`config.mk`:
```
export PLATFORM = sky130hd
export DESIGN_NAME = can_buffer_scheduler
export DESIGN_NICKNAME = d
export VERILOG_FILES = /design/src/logic/can_sched_pkg.sv /design/src/logic/can_buffer_scheduler.sv
export SDC_FILE = /design/constraint.sdc
export NUM_CORES = 1
export LEC_CHECK = 0
export BUFFER_PORTS_ARGS = -buffer_cell sky130_fd_sc_hd__buf_2
export CORE_ASPECT_RATIO = 1.75
export CORE_MARGIN = 2
export CORE_UTILIZATION = 53
export CTS_CLUSTER_DIAMETER = 60
export DETAILED_ROUTE_END_ITERATION = 12
export PLACE_DENSITY = 0.8
export SLEW_MARGIN = 10
export SYNTH_ARGS = -nofsm -noshare
export SYNTH_HDL_FRONTEND = slang
export SYNTH_SLANG_ARGS = --single-unit
```
`constraint.sdc`:
```
create_clock -name hclk -period 2.71 [get_ports hclk]
set_clock_uncertainty 0.15 [all_clocks]
set_input_delay 0.542 -clock hclk [delete_from_list [all_inputs] [get_ports hclk]]
set_output_delay 0.542 -clock hclk [all_outputs]
set_load 0.01 [all_outputs]
```
`src/logic/can_sched_pkg.sv`:
```
// shared constants and carriers for the can buffer scheduler
// assumes one hclk domain; the bit engine runs on the same clock
package can_sched_pkg;

    // register byte offsets on the ahb-lite bus
    localparam logic [7:0] ctrl_off = 8'h00;
    localparam logic [7:0] isr_off = 8'h04;
    localparam logic [7:0] icr_off = 8'h08;
    localparam logic [7:0] lid_hi_off = 8'h0c;
    localparam logic [7:0] lid_lo_off = 8'h10;
    localparam logic [7:0] filt0_off = 8'h14;
    localparam logic [7:0] filt1_off = 8'h18;
    localparam logic [7:0] bsr_base_off = 8'h20;
    localparam logic [7:0] ldb_base_off = 8'h30;

    // control/status bit positions
    localparam int ctrl_run_pos = 0;
    localparam int ctrl_fast_pos = 1;
    localparam int ctrl_no_retransmit_bit_pos = 2;
    localparam int ctrl_self_pos = 3;
    // flag / enable positions, shared by status and control
    localparam int flag_txd_pos = 0;
    localparam int flag_txe_pos = 1;
    localparam int flag_rx_pos = 2;
    localparam int flag_ovr_pos = 3;
    // buffer status bit positions
    localparam int bsr_claim_pos = 0;
    localparam int bsr_pend_pos = 1;
    localparam int bsr_busy_pos = 2;
    localparam int bsr_job_pos = 3;
    localparam int bsr_idx_pos = 4;
    localparam int bsr_id_pos = 16;

    // reset values
    localparam logic [3:0] ctrl_rst = 4'h0;
    localparam logic [3:0] icr_rst = 4'h0;
    localparam logic [31:0] filt_rst = 32'h0000_0000;

    // resync counts
    localparam logic [3:0] recessive_run_len = 4'd11;
    localparam logic [7:0] slow_seq_count = 8'd128;
    localparam logic [7:0] fast_seq_count = 8'd1;

    typedef enum logic [3:0] {
        st_resync = 4'b0001,
        st_idle = 4'b0010,
        st_tx = 4'b0100,
        st_frame = 4'b1000
    } sched_state_t;

    // events from the bit engine, all on hclk
    typedef struct packed {
        logic bit_tick;
        logic bit_recessive;
        logic sof_seen;
        logic frame_end;
        logic standby;
        logic bus_off;
        logic tx_ok;
        logic tx_fail;
        logic rx_valid;
        logic rx_own;
        logic [15:0] rx_id;
    } engine_evt_t;

    // requests to the bit engine
    typedef struct packed {
        logic tx_req;
        logic [1:0] tx_buf;
        logic [15:0] tx_id;
        logic [7:0] tx_byte;
        logic synced;
    } engine_req_t;
endpackage : can_sched_pkg

```
`src/logic/can_buffer_scheduler.sv`:
```
// can buffer scheduler: resync, idle watch, tx job ranking, rx filtering
// assumes an ahb-lite master on hclk and a bit engine on the same clock
// that reports bit samples, frame edges and tx/rx results as pulses
//
// Implementation choices: the AHB-Lite interface to the registers and the placing of the registers.
`timescale 1ns/100ps
`default_nettype none

// How it works
// resynced only after 128 runs of 11 recessive bits
// fast resync bit and not bus-off: one run of 11 suffices
// standby or bus-off sends the node back to resync
// idle left on run cleared, start of frame, or job submission
// submission is a last data byte write to a claimed buffer
// idle bus sends highest pending job, buffer 3 first
// lost arbitration or error retries unless no-retransmit is set
// retry stops on success, unclaim, no-retransmit, bus-off, preemption
// pending flag held from submission until the job ends
// busy bit shows the buffer now on the bus
// done or error flag set, each interrupts when enabled
// self-reception enable lets own frames through the filters
// reception only after sync, every identifier filtered
// elected when masked compare matches at least one filter
// target is lowest buffer with claim and pending clear
// no free buffer raises overrun interrupt when enabled
// last identifier kept until a newer one arrives
// store id, filter index, set pending and receive flag
// each buffer keeps independent status bits
// busy clears when the bus transfer ends in any way
module can_buffer_scheduler (
    input wire logic hclk,
    input wire logic hresetn,
    input wire logic hsel,
    input wire logic [31:0] haddr,
    input wire logic [1:0] htrans,
    input wire logic hwrite,
    input wire logic [2:0] hsize,
    input wire logic [31:0] hwdata,
    input wire logic hready,
    output logic hreadyout,
    output logic [31:0] hrdata,
    output logic hresp,
    input wire can_sched_pkg::engine_evt_t evt,
    output can_sched_pkg::engine_req_t req,
    output logic irq
);
    import can_sched_pkg::*;

    ////////////////////////////////////////////////////////////////////
    // bus slave state
    logic wr_pend_reg;
    logic rd_pend_reg;
    logic [7:0] acc_addr_reg;
    logic [31:0] hrdata_reg;

    // control, flags, filters
    logic [3:0] ctrl_reg;
    logic [3:0] icr_reg;
    logic [3:0] isr_reg;
    logic [3:0] isr_next;
    logic [15:0] lid_reg;
    logic [31:0] filt_reg [2];

    // per-buffer status, kept apart for each buffer
    logic [2:0] claim_reg, claim_next;
    logic [2:0] pend_reg, pend_next;
    logic [2:0] job_reg, job_next;
    logic [2:0] busy_reg, busy_next;
    logic [2:0] idx_reg, idx_next;
    logic [15:0] id_reg [3];
    logic [15:0] id_next [3];
    logic [7:0] byte_reg [3];
    logic [7:0] byte_next [3];

    // scheduler state
    sched_state_t state_reg, state_next;
    logic [1:0] cur_reg;
    logic [3:0] run_reg;
    logic [7:0] seq_reg;
    logic boff_reg;

    ////////////////////////////////////////////////////////////////////
    // address phase decode; writes land in the following data phase
    wire addr_ok = hsel && htrans[1] && hready;
    wire ctrl_wr = wr_pend_reg && (acc_addr_reg == ctrl_off);
    wire isr_wr = wr_pend_reg && (acc_addr_reg == isr_off);
    wire icr_wr = wr_pend_reg && (acc_addr_reg == icr_off);
    wire filt0_wr = wr_pend_reg && (acc_addr_reg == filt0_off);
    wire filt1_wr = wr_pend_reg && (acc_addr_reg == filt1_off);
    wire [7:0] bsr_rel = acc_addr_reg - bsr_base_off;
    wire [7:0] ldb_rel = acc_addr_reg - ldb_base_off;
    wire [2:0] bsr_wr;
    wire [2:0] ldb_wr;
    genvar gi;
    generate
        for (gi = 0; gi < 3; gi++) begin : g_dec
            assign bsr_wr[gi] = wr_pend_reg && (bsr_rel == 8'(gi * 4));
            assign ldb_wr[gi] = wr_pend_reg && (ldb_rel == 8'(gi * 4));
        end
    endgenerate

    // reads wait one cycle so a write just before is already visible
    assign hreadyout = !rd_pend_reg;
    assign hrdata = hrdata_reg;
    assign hresp = 1'b0;

    ////////////////////////////////////////////////////////////////////
    // resync bookkeeping
    wire run_bit = ctrl_reg[ctrl_run_pos];
    wire no_retransmit_bit_bit = ctrl_reg[ctrl_no_retransmit_bit_pos];
    wire lose_sync = evt.standby || evt.bus_off || !run_bit;
    wire run_full = evt.bit_tick && evt.bit_recessive
        && (run_reg == recessive_run_len - 4'd1);
    wire [7:0] seq_goal = (ctrl_reg[ctrl_fast_pos] && !boff_reg)
        ? fast_seq_count : slow_seq_count; // see R1
    wire resync_done = run_full && (seq_reg + 8'd1 >= seq_goal);

    // tx ranking: buffer 3 beats 2 beats 1
    wire [2:0] tx_cand = pend_reg & job_reg & claim_reg;
    wire tx_any = |tx_cand;
    wire [1:0] tx_sel = tx_cand[2] ? 2'd2 : (tx_cand[1] ? 2'd1 : 2'd0);

    // reception: sync, own-frame gate, filters
    wire synced = (state_reg != st_resync);
    wire rx_take = evt.rx_valid && synced
        && (!evt.rx_own || ctrl_reg[ctrl_self_pos]); // see R12
    wire hit0 = ((evt.rx_id ^ filt_reg[0][15:0]) & filt_reg[0][31:16])
        == 16'h0000;
    wire hit1 = ((evt.rx_id ^ filt_reg[1][15:0]) & filt_reg[1][31:16])
        == 16'h0000;
    wire elected = rx_take && (hit0 || hit1);
    wire hit_idx = !hit0; // lowest matching filter wins
    wire [2:0] free = ~claim_reg & ~pend_reg;
    wire [1:0] rx_tgt = free[0] ? 2'd0 : (free[1] ? 2'd1 : 2'd2);
    wire rx_store = elected && (|free);
    wire rx_ovr = elected && !(|free);

    // transmit outcome for the buffer on the bus
    wire in_tx = (state_reg == st_tx);
    wire tx_end_ok = in_tx && evt.tx_ok;
    wire tx_end_err = in_tx && evt.tx_fail;
    wire tx_start = (state_reg == st_idle) && !lose_sync
        && !evt.sof_seen && tx_any;
    wire tx_drop = in_tx && lose_sync;

    ////////////////////////////////////////////////////////////////////
    // state transitions
    always_comb begin
        state_next = state_reg;
        case (state_reg)
            st_resync: begin
                if (!lose_sync && resync_done) begin
                    state_next = st_idle; // see R1
                end
            end
            st_idle: begin
                if (lose_sync) begin
                    state_next = st_resync;
                end else if (evt.sof_seen) begin
                    state_next = st_frame;
                end else if (tx_any) begin
                    state_next = st_tx; // see R4
                end
            end
            st_tx: begin
                if (lose_sync) begin
                    state_next = st_resync;
                end else if (evt.tx_ok || evt.tx_fail) begin
                    // back to idle re-ranks, so a higher job preempts
                    state_next = st_idle; // see R7
                end
            end
            st_frame: begin
                if (lose_sync) begin
                    state_next = st_resync;
                end else if (evt.frame_end) begin
                    state_next = st_idle;
                end
            end
            default: state_next = st_resync;
        endcase
    end

    ////////////////////////////////////////////////////////////////////
    // per-buffer next values; later lines take precedence
    always_comb begin
        claim_next = claim_reg;
        pend_next = pend_reg;
        job_next = job_reg;
        busy_next = busy_reg;
        idx_next = idx_reg;
        for (int i = 0; i < 3; i++) begin
            id_next[i] = id_reg[i];
            byte_next[i] = byte_reg[i];
            if (bsr_wr[i]) begin
                claim_next[i] = hwdata[bsr_claim_pos];
                id_next[i] = hwdata[bsr_id_pos +: 16];
                // releasing a received message frees the buffer
                if (hwdata[bsr_pend_pos] && !job_reg[i]) begin
                    pend_next[i] = 1'b0;
                end
                // unclaiming cancels any tx job outright
                if (!hwdata[bsr_claim_pos] && job_reg[i]) begin
                    pend_next[i] = 1'b0;
                    job_next[i] = 1'b0;
                end
            end
            if (ldb_wr[i]) begin
                byte_next[i] = hwdata[7:0];
                if (claim_reg[i]) begin
                    pend_next[i] = 1'b1; // see R5
                    job_next[i] = 1'b1;
                end
            end
            if (tx_start && tx_sel == 2'(i)) begin
                busy_next[i] = 1'b1;
            end
            if ((tx_end_ok || tx_end_err || tx_drop) && cur_reg == 2'(i)) begin
                busy_next[i] = 1'b0;
                if (tx_end_ok || (tx_end_err && no_retransmit_bit_bit)) begin
                    pend_next[i] = 1'b0; // see R9
                    job_next[i] = 1'b0;
                end
            end
            if (evt.bus_off && job_reg[i]) begin
                pend_next[i] = 1'b0;
                job_next[i] = 1'b0;
            end
            if (rx_store && rx_tgt == 2'(i)) begin
                id_next[i] = evt.rx_id; // see R18
                idx_next[i] = hit_idx;
                pend_next[i] = 1'b1;
                job_next[i] = 1'b0;
            end
        end
    end

    // sticky flags: a hardware set beats a software clear
    always_comb begin
        isr_next = isr_reg;
        if (isr_wr) begin
            isr_next = isr_reg & ~hwdata[3:0];
        end
        if (tx_end_ok) begin
            isr_next[flag_txd_pos] = 1'b1;
        end
        if (tx_end_err) begin
            isr_next[flag_txe_pos] = 1'b1;
        end
        if (rx_store) begin
            isr_next[flag_rx_pos] = 1'b1;
        end
        if (rx_ovr) begin
            isr_next[flag_ovr_pos] = 1'b1;
        end
    end

    // one shared line for all flags, each gated by its own enable
    assign irq = |(isr_reg & icr_reg); // see R11 see R16

    ////////////////////////////////////////////////////////////////////
    // read mux, sampled in the wait cycle of a read
    logic [31:0] rd_mux;
    always_comb begin
        case (acc_addr_reg)
            ctrl_off: rd_mux = {26'h0, boff_reg, synced, ctrl_reg};
            isr_off: rd_mux = {28'h0, isr_reg};
            icr_off: rd_mux = {28'h0, icr_reg};
            lid_hi_off: rd_mux = {24'h0, lid_reg[15:8]};
            lid_lo_off: rd_mux = {24'h0, lid_reg[7:0]};
            filt0_off: rd_mux = filt_reg[0];
            filt1_off: rd_mux = filt_reg[1];
            default: rd_mux = 32'h0000_0000;
        endcase
        for (int i = 0; i < 3; i++) begin
            if (bsr_rel == 8'(i * 4)) begin
                rd_mux = {id_reg[i], 11'h0, idx_reg[i], job_reg[i],
                    busy_reg[i], pend_reg[i], claim_reg[i]};
            end
            if (ldb_rel == 8'(i * 4)) begin
                rd_mux = {24'h0, byte_reg[i]};
            end
        end
    end

    ////////////////////////////////////////////////////////////////////
    // bus slave registers
    always_ff @(posedge hclk or negedge hresetn) begin
        if (!hresetn) begin
            wr_pend_reg <= 1'b0;
            rd_pend_reg <= 1'b0;
            acc_addr_reg <= 8'h00;
            hrdata_reg <= 32'h0000_0000;
        end else begin
            wr_pend_reg <= addr_ok && hwrite;
            rd_pend_reg <= addr_ok && !hwrite;
            if (addr_ok) begin
                acc_addr_reg <= haddr[7:0];
            end
            if (rd_pend_reg) begin
                hrdata_reg <= rd_mux;
            end
        end
    end

    // control, enables, filters, flags, last identifier
    always_ff @(posedge hclk or negedge hresetn) begin
        if (!hresetn) begin
            ctrl_reg <= ctrl_rst;
            icr_reg <= icr_rst;
            isr_reg <= 4'h0;
            lid_reg <= 16'h0000;
            filt_reg[0] <= filt_rst;
            filt_reg[1] <= filt_rst;
        end else begin
            if (ctrl_wr) ctrl_reg <= hwdata[3:0];
            if (icr_wr) icr_reg <= hwdata[3:0];
            if (filt0_wr) filt_reg[0] <= hwdata;
            if (filt1_wr) filt_reg[1] <= hwdata;
            isr_reg <= isr_next;
            // every accepted identifier overwrites, dropped ones too
            if (rx_take) lid_reg <= evt.rx_id;
        end
    end

    // buffer status and contents
    always_ff @(posedge hclk or negedge hresetn) begin
        if (!hresetn) begin
            claim_reg <= 3'h0;
            pend_reg <= 3'h0;
            job_reg <= 3'h0;
            busy_reg <= 3'h0;
            idx_reg <= 3'h0;
            for (int i = 0; i < 3; i++) begin
                id_reg[i] <= 16'h0000;
                byte_reg[i] <= 8'h00;
            end
        end else begin
            claim_reg <= claim_next;
            pend_reg <= pend_next;
            job_reg <= job_next;
            busy_reg <= busy_next;
            idx_reg <= idx_next;
            id_reg <= id_next;
            byte_reg <= byte_next;
        end
    end

    // scheduler state and recessive-run counters
    always_ff @(posedge hclk or negedge hresetn) begin
        if (!hresetn) begin
            state_reg <= st_resync;
            cur_reg <= 2'd0;
            run_reg <= 4'h0;
            seq_reg <= 8'h00;
            boff_reg <= 1'b0;
        end else begin
            state_reg <= state_next;
            if (tx_start) cur_reg <= tx_sel;
            // bus-off remembered until resync completes
            if (evt.bus_off) begin
                boff_reg <= 1'b1;
            end else if (state_reg == st_resync && state_next == st_idle) begin
                boff_reg <= 1'b0;
            end
            if (state_reg != st_resync || lose_sync) begin
                run_reg <= 4'h0;
                seq_reg <= 8'h00;
            end else if (evt.bit_tick) begin
                // a dominant bit restarts the current run only
                if (!evt.bit_recessive || run_full) begin
                    run_reg <= 4'h0;
                end else begin
                    run_reg <= run_reg + 4'd1;
                end
                if (run_full) seq_reg <= seq_reg + 8'd1;
            end
        end
    end

    ////////////////////////////////////////////////////////////////////
    // engine request; tx level stands until the result pulse
    assign req.tx_req = in_tx;
    assign req.tx_buf = cur_reg;
    assign req.tx_id = id_reg[cur_reg];
    assign req.tx_byte = byte_reg[cur_reg];
    assign req.synced = synced;
endmodule : can_buffer_scheduler

`default_nettype wire

```
==> Implementation_results.wiki <==
{| class="wikitable"
! Metric !! Value
|-
| Util after Layout || 63.96%
|-
| Leakage power of the design || 6.621 nW
|-
| Worst-Skew Late Latency || 0.54 ns
|-
| IR drop worst, VDD || 597.6 uV
|-
| Post-route clock period utilization || 98.76%
|-
| Area fraction in compound gates after synthesis || 12.96%
|-
| Simple-gate portion of the synthesized area || 11.46%
|-
| Proportion of layout cells with a drive suffix above 1 || 36.51%
|-
| Count of flip-flops with a built-in enable after synthesis || 0
|-
| Final RePlAce weighted congestion || 1.000
|-
| Worst slew pin tran || 0.6196 ns
|-
| Post-DRT Antenna Nets || 0
|-
| Comb power frac || 14.7%
|-
| Nets in the synthesized netlist || 1256
|-
| Multiplexer share of the synthesized area || 21.36%
|-
| Critical Path Slowest Stage Cell || sky130_fd_sc_hd__dfrtp_4
|-
| Routed wire per std cell || 25.20 um
|-
| Path type of the worst min-delay path || in2reg
|-
| Worst-path cell chain || nor2b_2 > buf_12 > nand2_1 > o21ai_0 > buf_2
|-
| Vias in the first global route || 10940
|-
| Count of fill cells added during filler insertion || 1860
|-
| Combinational family with the most area after synthesis || multiplexers
|-
| Total negative slack || 0 ns
|-
| Leading cell type by number of instances after synthesis || sky130_fd_sc_hd__dfrtp_1
|-
| Internal cell power || 0.006233 W
|-
| Die Outline Area || 0.02523 mm2
|-
| Maximum operating frequency || 373.6 MHz
|-
| # diodes || 0
|-
| Net count of the finished layout || 1424
|-
| Mapped cell area || 0.01268 mm2
|-
| Largest driver fanout on the critical path || 20
|-
| Post-detailed-placement half-perimeter wirelength || 29.74 mm
|-
| Crit Path Class || reg2out
|-
| GRT Resource Usage Total || 32.79%
|-
| Endpoint kind of the worst setup timing path || output pin
|-
| Worst setup slack after layout || 0.03349 ns
|-
| Fraction of registers with async set or reset after synthesis || 100.0%
|-
| CTS root buf || sky130_fd_sc_hd__clkbuf_16
|-
| Count of final hold-check violations || 0
|-
| Highest layer used for signal routing || met5
|-
| Adder-cell share of the synthesized area || 0.6907%
|-
| Routed WL || 41.27 mm
|-
| Xor/xnor share of the synthesized area || 3.029%
|-
| Pins Over Slew Limit || 0
|-
| Slew Limit Headroom || 58.69%
|-
| CTS tree || built
|-
| Total number of vias || 10420
|-
| Number of remaining DRC errors || 0
|-
| Drt initial violations || 790
|-
| Total I/O pin count || 163
|-
| Initial cell density of the core || 54.13%
|-
| CP startpoint kind || flip-flop
|-
| Pwr dens || 572.5 mW/mm2
|-
| Global-route wire length before repair || 62.53 mm
|-
| Total congestion overflow || 0
|-
| Detail Route met2 WL || 21.85 mm
|-
| Buffer levels on the longest clock path || 3
|-
| Max capacitance violation total || 0
|-
| Portion of synthesized cell area occupied by the leading cell type || 47.16%
|-
| Metal3 WL || 2.028 mm
|-
| Result of the run || complete, no violations
|-
| Clock sink total || 240
|-
| CTS buffer count || 23
|-
| Vias per std cell || 6.361
|-
| Clock network fraction of total power || 38.9%
|-
| Number of I/O port buffers || 133
|-
| Initial antenna violation count || 1
|-
| Final setup fails || 0
|-
| Warning count from the yosys run || 0
|-
| Number of distinct library cells after synthesis || 72
|-
| Sum of internal, switching and leakage power || 0.008577 W
|-
| Die height || 208.6 um
|-
| Cell count after synthesis || 1149
|-
| Largest register FFs || 64
|-
| Req. time, crit path || 2.02 ns
|-
| Pin count of the biggest net entering global routing || 73
|-
| Core Area || 0.02343 mm2
|-
| Final critical-path required period || 2.677 ns
|-
| Sequential-to-total area share from yosys stat || 47.37%
|-
| Row count || 74
|-
| Maximum level of the CTS H-tree || 1
|-
| Detailed-routing wirelength on met1 || 13.87 mm
|-
| Post-placement setup slack || 0.01797 ns
|-
| Average instance area after synthesis || 11.04 um2
|-
| Synth-to-layout area growth || 18.15%
|-
| Post-synth top flop || sky130_fd_sc_hd__dfrtp_1
|-
| Clock input transition at the sequential cells of the worst setup and hold paths || 0.07 ns
|-
| Synth area leader || sky130_fd_sc_hd__dfrtp_1
|-
| Switching component of the power || 0.002344 W
|-
| First drt pass iteration count || 5
|-
| Arrival time of data at the critical path endpoint || 1.98 ns
|-
| Synth area leaders || sky130_fd_sc_hd__dfrtp_1 47%, sky130_fd_sc_hd__mux2_2 18%, sky130_fd_sc_hd__a22oi_1 3.6%
|-
| Horizontal die dimension || 120.9 um
|-
| Max stage delay on crit path || 0.59 ns
|-
| Most used standard cells in the synthesized netlist || 239 x sky130_fd_sc_hd__dfrtp_1, 204 x sky130_fd_sc_hd__mux2_2, 112 x sky130_fd_sc_hd__nand2_1
|-
| Part of the power in registers || 46.4%
|-
| Flip-flop and latch count after synthesis || 240
|-
| Switching part of the total power || 27.33%
|}
routing by layer:
layer	vias up	track usage [%]
met4	2	24.10
li1	4549	-
met1	5194	34.04
met3	213	4.503
met2	462	58.87
met5	-	0
power groups by stage:
stage	combinational, W	clock (W)	sequential (W)
floorplan	0.000678	0	0.00397
global placement	0.00121	0	0.00403
detailed placement	0.00123	0	0.00404
CTS	0.00125	0.00338	0.00397
global route	0.00135	0.00351	0.00399
finish	0.00126	0.00334	0.00398
path summary, 6_finish.rpt:
| check | startpoint | to | slack (ns) | cells after the start |
|---|---|---|---|---|
| max | cur_reg[1]$_DFFE_PN0P_ | req[24] | 0.03 | 5 |
| min | hwrite | rd_pend_reg$_DFF_PN0_ | 0.04 | 2 |
| max reg2reg | seq_reg[2]$_DFFE_PN0P_ | state_reg[1]$_DFF_PN0_ | 0.07 | 11 |
| min reg2reg | lid_reg[6]$_DFFE_PN0P_ | lid_reg[6]$_DFFE_PN0P_ | 0.33 | 2 |
| max in group asynchronous | hresetn | state_reg[0]$_DFF_PN1_ | 1.26 | 3 |
| min in group asynchronous | hresetn | hrdata[14]$_DFFE_PN0P_ | 0.41 | 2 |
area by class of cell:
class	count	area, um2	share of cell area, %
clock buffer	35	680.7	4.543
clock inverter	7	91.34	0.6097
inverter	15	56.30	0.3758
multi-input combinational	826	6336	42.29
sequential	240	6011	40.12
tap	304	380.4	2.539
timing repair buffer	211	1426	9.521
timing repair:
item	CTS	global route
gates cloned	0	0
resized for setup	1	10
endpoints found under the setup margin	1	41
hold endpoints to repair	65	0
buffers inserted	0	6
pin swaps	0	8
hold buffers	1	0
cells in the final DEF, fill, tap and decap left out, types with 4 or more instances in the layout:
cell type	instances
sky130_fd_sc_hd__mux2i_1	40
sky130_fd_sc_hd__nor2b_1	12
sky130_fd_sc_hd__nand2_1	112
sky130_fd_sc_hd__dfrtp_1	238
sky130_fd_sc_hd__and2b_1	5
sky130_fd_sc_hd__buf_2	132
sky130_fd_sc_hd__a21oi_1	39
sky130_fd_sc_hd__buf_4	64
sky130_fd_sc_hd__xor2_1	35
sky130_fd_sc_hd__nor3_1	14
sky130_fd_sc_hd__and2_1	5
sky130_fd_sc_hd__buf_12	13
sky130_fd_sc_hd__xnor2_1	6
sky130_fd_sc_hd__ha_1	6
sky130_fd_sc_hd__nand4_1	12
sky130_fd_sc_hd__a22o_1	7
sky130_fd_sc_hd__mux2_2	204
sky130_fd_sc_hd__and3_1	4
sky130_fd_sc_hd__a31oi_1	7
sky130_fd_sc_hd__clkbuf_16	23
sky130_fd_sc_hd__nand2b_1	6
sky130_fd_sc_hd__a221o_1	12
sky130_fd_sc_hd__or4b_1	4
sky130_fd_sc_hd__a21o_1	5
sky130_fd_sc_hd__clkbuf_8	6
sky130_fd_sc_hd__a22oi_1	60
sky130_fd_sc_hd__nor2_1	53
sky130_fd_sc_hd__or3_1	7
sky130_fd_sc_hd__clkbuf_1	6
sky130_fd_sc_hd__inv_1	15
sky130_fd_sc_hd__nand3_1	17
sky130_fd_sc_hd__o2bb2ai_1	16
sky130_fd_sc_hd__o21ai_0	69
metrics by stage:
| step | hold slack (ns) | std cells | cell area [um2] |
|---|---|---|---|
| finish | 0.03555 | 1638 | 14980 |
| global route | 0.02944 | 1638 | 14980 |
| CTS | 0.02784 | 1632 | 14900 |
| detailed placement | 0.3147 | 1589 | 14110 |
| global placement | 0.3075 | 1589 | 14110 |
| floorplan | 0.09641 | 1149 | 12680 |
worst max-delay path, delay by kind of cell, from the launching register on:
family / cells / cell delay (ns)
compound gates: 1 / 0.15
buf+inv: 2 / 0.41
flops: 1 / 0.59
simple gates: 2 / 0.28
cell families (layout without fill, tap and decap cells):
family          Yosys count  in the layout
simple gates            287            287
fa+ha+maj                 7              7
mux                     245            245
other cells               1              1
buf+inv                  83            268
flops                   240            240
xor+xnor                 43             43
compound gates          243            243
No activity file was read; power rests on OpenSTA's default activity.
